## config.mk

```make
export PLATFORM = sky130hd
export DESIGN_NAME = tdc_top
export DESIGN_NICKNAME = d
export VERILOG_FILES = /design/src/tdc_top.v /design/src/tdc_pwm.v
export VERILOG_INCLUDE_DIRS = /design/src /design/src/src
export SDC_FILE = /design/constraint.sdc
export NUM_CORES = 1
export LEC_CHECK = 0
export BUFFER_PORTS_ARGS = -buffer_cell sky130_fd_sc_hd__buf_2
export CORE_MARGIN = 3
export CORE_UTILIZATION = 35
export CTS_CLUSTER_DIAMETER = 150
export DETAILED_ROUTE_END_ITERATION = 12
export GPL_TIMING_DRIVEN = 0
export PLACE_DENSITY = 0.61
export SETUP_SLACK_MARGIN = 0.1
export SLEW_MARGIN = 10
export SYNTH_ARGS = -nofsm -noshare
export SYNTH_HDL_FRONTEND = slang
export SYNTH_SLANG_ARGS = --single-unit
export TNS_END_PERCENT = 1
```

## constraint.sdc

```tcl
create_clock -name CORE_CLK -period 4.3 [get_ports CORE_CLK]
set_clock_uncertainty 0.1 [all_clocks]
set_input_delay 0.43 -clock CORE_CLK [delete_from_list [all_inputs] [get_ports CORE_CLK]]
set_output_delay 0.43 -clock CORE_CLK [all_outputs]
set_load 0.01 [all_outputs]
```

## src/tdc_consts.vh

```
// Constants for the touchless dispenser controller.
// Assumes a 100 MHz core clock and an APB master on the register port.
//
// Functional notes
// - Pump PWM full duty normal, 3/4 light
// - Light mode dispenses half millilitre, LED, buzzer
// - Normal mode dispenses 0.8 ml, LED, buzzer
// - 32-bit interval timer wakes every 100 ms
// - After init, enter stop state
// - Stop leaves to snooze only on timer event
// - Timer event starts scan within snooze
// - Scan done enters normal, evaluates hand
// - Low battery: buzzer alarm, LED and pump off
// - Back to stop on hand-out or timeout
// - Start-up word keeps watchdog stopped
// - Start-up words: detector reset mode, debug off
// - Dispense buzzer tone about 2 kHz square
// - Low battery buzzer gated at 100 ms period
// - Battery sampled on every hand detection
`ifndef TDC_CONSTS_VH
`define TDC_CONSTS_VH

`define TDC_CLK_HZ        100000000
// Register byte offsets
`define TDC_REG_CTRL      8'h00
`define TDC_REG_STATUS    8'h04
`define TDC_REG_IRQ_STAT  8'h08
`define TDC_REG_IRQ_MASK  8'h0C
`define TDC_REG_OPTION    8'h10
`define TDC_REG_TIMER     8'h14
// Control fields
`define TDC_CTRL_INIT_DONE 0
// Interrupt event bit positions
`define TDC_EV_WAKE       0
`define TDC_EV_SCAN       1
`define TDC_EV_DISP       2
`define TDC_EV_LOWBAT     3
`define TDC_EV_TIMEOUT    4
`define TDC_EV_W          5
// Start-up option words
`define TDC_OPT_WDT       8'hEF
`define TDC_OPT_LVD       8'hFC
`define TDC_OPT_FREQ      8'hAD
`define TDC_OPT_DEBUG     8'h04
// Times in their own units
`define TDC_WAKE_MS       100
`define TDC_MAX_DISP_MS   2000
`define TDC_BUZ_HZ        2048
`define TDC_LOWBAT_MS     100
// Dose per motion in microlitres
`define TDC_DOSE_NORMAL_UL 800
`define TDC_DOSE_LIGHT_UL  500
// PWM frame and light-mode compare value
`define TDC_PWM_PERIOD    8'h64
`define TDC_PWM_LIGHT     8'h4B

`endif

```

## src/tdc_top.v

```verilog
// Touchless dispenser controller: power states, scan, dispensing.
// Assumes synchronous sensor and switch inputs and an APB master.
//
// Local design decisions: the register offsets and register access over APB.
`timescale 1ns/1ps
`default_nettype none
`include "tdc_consts.vh"
module tdc_top #(
   parameter [31:0] WAKE_CYC = `TDC_CLK_HZ / 1000 * `TDC_WAKE_MS,
   parameter [31:0] DISP_CYC = `TDC_CLK_HZ / 1000 * `TDC_MAX_DISP_MS,
   parameter [31:0] DN_CYC   = `TDC_CLK_HZ / 1000000 * `TDC_DOSE_NORMAL_UL,
   parameter [31:0] DL_CYC   = `TDC_CLK_HZ / 1000000 * `TDC_DOSE_LIGHT_UL,
   parameter [31:0] LB_CYC   = `TDC_CLK_HZ / 1000 * `TDC_LOWBAT_MS / 2
) (
   input  wire        CORE_CLK,
   input  wire        SYS_RST,
   input  wire        PSEL,
   input  wire        PENABLE,
   input  wire        PWRITE,
   input  wire [7:0]  PADDR,
   input  wire [31:0] PWDATA,
   output reg  [31:0] PRDATA,
   output wire        PREADY,
   output wire        PSLVERR,
   output wire        IRQ,
   output wire        SCAN_START,
   input  wire        SCAN_DONE,
   input  wire        HAND_IN,
   input  wire        LIGHT_SEL,
   input  wire        BATT_LOW,
   output wire        BATT_SAMPLE,
   output wire        PUMP_PWM,
   output reg         LED_ON,
   output reg         BUZZER_OUT
);
   localparam [2:0] ST_INIT  = 3'd0;
   localparam [2:0] ST_STOP  = 3'd1;
   localparam [2:0] ST_SNOOZE= 3'd2;
   localparam [2:0] ST_EVAL  = 3'd3;
   localparam [2:0] ST_DISP  = 3'd4;
   localparam [2:0] ST_ALARM = 3'd5;
   localparam [31:0] TONE_HALF = `TDC_CLK_HZ / (2 * `TDC_BUZ_HZ);

   reg  [2:0]  state_r;
   reg  [2:0]  state_nxt;
   reg  [31:0] wake_r;
   reg  [31:0] disp_r;
   reg  [31:0] tone_r;
   reg  [31:0] lb_r;
   reg         tone_lvl_r;
   reg         gate_r;
   reg         init_r;
   reg         light_r;
   reg  [`TDC_EV_W-1:0] ist_r;
   reg  [`TDC_EV_W-1:0] imask_r;
   wire [`TDC_EV_W-1:0] ev;
   wire        wake_ev;
   wire        dose_end;
   wire        acc;
   wire        wr;
   wire        rd_ist;
   wire        in_stop;
   wire        in_snooze;
   wire        in_eval;
   wire        in_disp;
   wire        in_alarm;
   genvar      gi;

   // APB access phase, single wait-free answer
   assign acc     = PSEL & PENABLE;
   assign wr      = acc & PWRITE;
   assign rd_ist  = acc & !PWRITE & (PADDR == `TDC_REG_IRQ_STAT);
   assign PREADY  = 1'b1;
   assign PSLVERR = 1'b0;

   // 32-bit periodic interval timer, runs after init
   assign wake_ev = init_r && (wake_r == WAKE_CYC - 32'd1);
   always @(posedge CORE_CLK) begin
      if (SYS_RST || !init_r)
         wake_r <= 32'h00000000;
      else if (wake_ev)
         wake_r <= 32'h00000000;
      else
         wake_r <= wake_r + 32'd1;
   end

   // Dose time depends on the selector latched at hand-in
   // Pump runs for exactly the dose length in cycles
   assign dose_end = light_r ? (disp_r >= DL_CYC) :
                               (disp_r >= DN_CYC);

   // State register
   always @(posedge CORE_CLK) begin
      if (SYS_RST)
         state_r <= ST_INIT;
      else
         state_r <= state_nxt;
   end

   // Next-state logic
   always @* begin
      state_nxt = state_r;
      case (state_r)
         ST_INIT:   if (init_r) state_nxt = ST_STOP;
         ST_STOP:   if (wake_ev) state_nxt = ST_SNOOZE;
         ST_SNOOZE: if (SCAN_DONE) state_nxt = ST_EVAL;
         ST_EVAL: begin
            if (!HAND_IN)
               state_nxt = ST_STOP;
            else if (BATT_LOW)
               state_nxt = ST_ALARM;
            else
               state_nxt = ST_DISP;
         end
         ST_DISP, ST_ALARM: begin
            if (!HAND_IN || disp_r >= DISP_CYC - 32'd1)
               state_nxt = ST_STOP;
         end
         default:   state_nxt = ST_INIT;
      endcase
   end

   // Scan start routed from the timer event while waking
   assign SCAN_START  = in_stop && wake_ev;
   assign BATT_SAMPLE = (state_r == ST_EVAL);

   // Hand-in duration and selector capture
   always @(posedge CORE_CLK) begin
      if (SYS_RST) begin
         disp_r  <= 32'h00000000;
         light_r <= 1'b0;
      end else if (state_r == ST_EVAL) begin
         disp_r  <= 32'h00000000;
         light_r <= LIGHT_SEL;
      end else if (state_r == ST_DISP || state_r == ST_ALARM) begin
         disp_r  <= disp_r + 32'd1;
      end
   end

   // Pump runs until the dose is out
   tdc_pwm u_pwm (
      .clk   (CORE_CLK),
      .rst   (SYS_RST),
      .run   ((state_r == ST_DISP) && !dose_end),
      .light (light_r),
      .pwm   (PUMP_PWM)
   );

   // State decode shared by outputs and events
   assign in_stop   = (state_r == ST_STOP);
   assign in_snooze = (state_r == ST_SNOOZE);
   assign in_eval   = (state_r == ST_EVAL);
   assign in_disp   = (state_r == ST_DISP);
   assign in_alarm  = (state_r == ST_ALARM);

   // Tone restarts high at each indication so it sounds at once
   always @(posedge CORE_CLK) begin
      if (SYS_RST || !(in_disp || in_alarm)) begin
         tone_r     <= 32'h00000000;
         tone_lvl_r <= 1'b1;
      end else if (tone_r == TONE_HALF - 32'd1) begin
         tone_r     <= 32'h00000000;
         tone_lvl_r <= !tone_lvl_r;
      end else begin
         tone_r     <= tone_r + 32'd1;
      end
   end

   // Low-battery gate, starts sounding on alarm entry
   always @(posedge CORE_CLK) begin
      if (SYS_RST || !in_alarm) begin
         lb_r   <= 32'h00000000;
         gate_r <= 1'b1;
      end else if (lb_r == LB_CYC - 32'd1) begin
         lb_r   <= 32'h00000000;
         gate_r <= !gate_r;
      end else begin
         lb_r   <= lb_r + 32'd1;
      end
   end

   // Indicator outputs, idle in stop and snooze
   always @(posedge CORE_CLK) begin
      if (SYS_RST) begin
         LED_ON     <= 1'b0;
         BUZZER_OUT <= 1'b0;
      end else begin
         LED_ON     <= in_disp;
         BUZZER_OUT <= tone_lvl_r & (in_disp | (in_alarm & gate_r));
      end
   end

   // Event strobes, one cycle each
   assign ev[`TDC_EV_WAKE]    = wake_ev;
   assign ev[`TDC_EV_SCAN]    = in_snooze & SCAN_DONE;
   assign ev[`TDC_EV_DISP]    = (state_nxt == ST_DISP) & in_eval;
   assign ev[`TDC_EV_LOWBAT]  = (state_nxt == ST_ALARM) & in_eval;
   assign ev[`TDC_EV_TIMEOUT] = (in_disp | in_alarm) & HAND_IN &
                                (disp_r >= DISP_CYC - 32'd1);
   assign IRQ = |(ist_r & imask_r);

   // Sticky status per event, set wins over read clear
   generate
      for (gi = 0; gi < `TDC_EV_W; gi = gi + 1) begin : g_ist
         always @(posedge CORE_CLK) begin
            if (SYS_RST)
               ist_r[gi] <= 1'b0;
            else if (ev[gi])
               ist_r[gi] <= 1'b1; // Event in the read cycle stays
            else if (rd_ist)
               ist_r[gi] <= 1'b0;
         end
      end
   endgenerate

   // Writable registers
   always @(posedge CORE_CLK) begin
      if (SYS_RST) begin
         init_r  <= 1'b0;
         imask_r <= {`TDC_EV_W{1'b0}};
      end else begin
         if (wr && PADDR == `TDC_REG_CTRL && PWDATA[`TDC_CTRL_INIT_DONE])
            init_r <= 1'b1;
         if (wr && PADDR == `TDC_REG_IRQ_MASK)
            imask_r <= PWDATA[`TDC_EV_W-1:0];
      end
   end

   // Read data, registered in the setup phase
   always @(posedge CORE_CLK) begin
      if (SYS_RST)
         PRDATA <= 32'h00000000;
      else if (PSEL && !PENABLE && !PWRITE) begin
         case (PADDR)
            `TDC_REG_CTRL:     PRDATA <= {31'h0, init_r};
            `TDC_REG_STATUS:   PRDATA <= {29'h0, state_r};
            `TDC_REG_IRQ_STAT: PRDATA <= {27'h0, ist_r};
            `TDC_REG_IRQ_MASK: PRDATA <= {27'h0, imask_r};
            `TDC_REG_OPTION:   PRDATA <= {`TDC_OPT_DEBUG, `TDC_OPT_FREQ,
                                          `TDC_OPT_LVD, `TDC_OPT_WDT};
            `TDC_REG_TIMER:    PRDATA <= wake_r;
            default:           PRDATA <= 32'h00000000;
         endcase
      end
   end
endmodule // tdc_top
`default_nettype wire

```

## src/tdc_pwm.v

```verilog
// Pump PWM generator with a fixed frame.
// Assumes a synchronous active-high reset on the core clock.
`timescale 1ns/1ps
`default_nettype none
`include "tdc_consts.vh"
module tdc_pwm (
   input  wire       clk,
   input  wire       rst,
   input  wire       run,
   input  wire       light,
   output reg        pwm
);
   reg  [7:0] cnt_r;
   wire [7:0] cmp;

   // Compare level per dose mode
   assign cmp = light ? `TDC_PWM_LIGHT : `TDC_PWM_PERIOD;

   // Frame counter and output
   always @(posedge clk) begin
      if (rst || !run) begin
         cnt_r <= 8'h00;
         pwm   <= 1'b0;
      end else begin
         cnt_r <= (cnt_r == `TDC_PWM_PERIOD - 8'd1) ? 8'h00 :
                  cnt_r + 8'd1;
         pwm   <= (cnt_r < cmp);
      end
   end
endmodule // tdc_pwm
`default_nettype wire

```

==> results.cfg <==
[outcome]
status = finished clean

[clock_tree]
cts_buffer_depth = 2
htreeDepth = 4
clkLatencyLatePin_ns = 0.43
cts_buffers = 17
path_clk_slew_ns = 0.07
cts-hold-fix-buffers = 0
postCtsSetupBuffers = 0
cts_tree = built
root_buffer = clkbuf_16
clock-sinks = 188
ctsResizeCount = 0

[synthesis]
synth.area.top_cells = dfxtp_1 44%, nor2_1 7.9%, xor2_1 7.3%, xnor2_1 5.4%, nand4_1 4.0%
synth_top_area_cell = dfxtp_1
ys_warn_count = 0
async_flop_share_pct = 0
ys.flop_type = dfxtp_1
synth_most_common_cell = dfxtp_1
synth_seq_cells = 188
synth_edf_count = 0
synth_top_area_share_pct = 44.2
synth_common_cells = 188 x dfxtp_1, 179 x nor2_1, 71 x xor2_1, 65 x nand2_1, 58 x nand3_1
syn_avg_cell_area_sq_um = 8.43
synth_area_sq_um = 8510
syn_inst = 1009
yosysSeqAreaShare_pct = 44.2
synth_nets = 1069
netlist-cell-type-count = 61

[critical_path]
worstPathRequired_ns = 3.77
critPathKind = reg2out
critPathArrivalTime_ns = 3.25
crit_chain = ha_1, nand4_1, or2_2, clkbuf_1, nor4_1, nand3b_1, nor2_1, buf_2
critPathMaxStageDelay_ns = 0.97
critPathLaunchType = flip-flop
crit_slowest_cell = nor4_1
cp-end-kind = output port
critPathMaxFanout = 9

[job]
maxCapViolCount = 0

[place]
dpl.cell_count = 1387
placed_cell_area_sq_um = 9210
gp_congestion = 0.825
place_hpwl_microns = 14500
port_buffers = 59

[sta]
worst_pin_slew_ns = 1.08
drv_slew = 0
hold_viol = 0
setup_violations = 0
clock.fmax_mhz = 264
rsz0062_at_grt = no
max-slew-margin-rel_pct = 27.0
fin_crit_sh_pct = 87.9
period_needed_ns = 3.78
setup_tns_ns = 0

[floorplan]
initial_core_util_pct = 35.9
die_y_microns = 162
core_sq_um = 23700
row_count = 56
die_w_microns = 162
dieArea_sq_um = 26200
pin_count = 89

[layout]
drive_gt1_share_pct = 10.1
final_cells = 1423
nets = 1147
fin_area_sq_um = 9800
synthToLayoutAreaGrowth_pct = 15.2

[pwr]
power_density_nw_per_um2 = 346
total_power_uw = 3390
leakagePower_uw = 0.00333
ir_drop_mv = 0.201

[global_routing]
grt_pass1_vias = 6661
antenna_found_initial = 7
gr-total-overflow = 0
grt_pass1_wl_microns = 33500
grt_usage_pct = 15.5
grt_max_degree = 19

[drt]
drt_first_pass_iters = 5
avgViaCountPerCell = 4.95
wirelength_microns = 19900
ant_nets = 0
wl_per_cell_microns = 14.0
num_vias = 7049
drc = 0
first_iter_violations = 459

[worst_hold_path]
hold_path.class = in2reg
## flip-flops by register name (all words and copies together) (netlist names)
name         count
init_r           1
wake_r          32
light_r          1
tone_r          32
u_pwm.pwm        1
PRDATA          32
gate_r           1
state_r          3
lb_r            32
disp_r          32
tone_lvl_r       1
LED_ON           1
imask_r          5
ist_r            5
BUZZER_OUT       1
u_pwm.cnt_r      8
## worst max-delay path: cells and delay by family, from the launching register on
family	cells	cell delay [ns]
simple gates	5	1.81
flops	1	0.38
buf+inv	2	0.40
fa+ha+maj	1	0.23
## where the power goes
part / internal, uW / leakage [uW] / total [uW] / switching [uW]
sequential: 1750 / 0.00152 / 1750 / 2.66
combinational: 25.3 / 0.00153 / 72.4 / 47.0
clock: 827 / 0.000286 / 1570 / 738
## stage by stage
| step | hold WS [ns] | setup WS (ns) | utilization (%) |
|---|---|---|---|
| final | 0.140 | 0.518 | 41.4 |
| after global placement | 0.341 | 1.01 | 38.9 |
| after floorplan | 0.326 | 1.88 | - |
| after CTS | 0.127 | 0.534 | 41.3 |
| after global routing | 0.156 | 0.366 | 41.4 |
| after detailed placement | 0.342 | 1.01 | 38.9 |
## metal layers
layer / track usage, % / up-vias / routed length (microns)
met4: 4.69 / 6 / 422
met1: 22.1 / 3225 / 9890
li1: - / 3674 / -
met2: 23.2 / 117 / 8550
met3: 3.85 / 27 / 962
met5: 0 / - / 31
## layout by cell type, fill, tap and decap left out, types with 5 or more instances in the layout
cell         n
dfxtp_1    188
nor2_1     179
xor2_1      71
nand2_1     65
buf_2       65
nand3_1     58
nand4_1     55
xnor2_1     52
a21oi_1     42
clkbuf_1    41
nor3_1      32
nor4_1      28
and3_1      28
o21ai_0     25
inv_1       19
clkbuf_16   17
mux2i_1     11
ha_1        11
nor4b_1      9
nand2b_1     6
or3_1        6
and4_1       6
and2_1       5
inv_8        5
## logic make-up after synthesis
family	share of synthesized area (%)
AOI/OAI and AO/OA	7.03
xor gates and xnor gates	12.7
adders and majority gates	1.62
muxes	1.43
DFF	44.2
and+or+nand+nor	29.7
other	0.0883
buffers and inverters	3.26
## path summary, 6_finish.rpt
kind	from	to	slack (ns)	cells after the start
worst max-delay path	wake_r[0]	SCAN_START	0.52	8
worst min-delay path	PWDATA[4]	imask_r[4]	0.14	3
worst max register to register	wake_r[0]	wake_r[19]	1.23	8
worst min register to register	PRDATA[25]	PRDATA[25]	0.35	2
## area by class of cell
| class | count | area [sq um] |
|---|---|---|
| plain buffers | 50 | 203 |
| multi-input cells | 751 | 4470 |
| inverters | 20 | 75.1 |
| clock buffers | 18 | 429 |
| flip-flops and latches | 188 | 3760 |
| diodes | 4 | 10.0 |
| clock inverters | 14 | 151 |
| well taps | 319 | 399 |
| fillers | 2453 | 13900 |
| repair buffers | 59 | 295 |
Note: power is estimated with default switching activity, not from simulation.
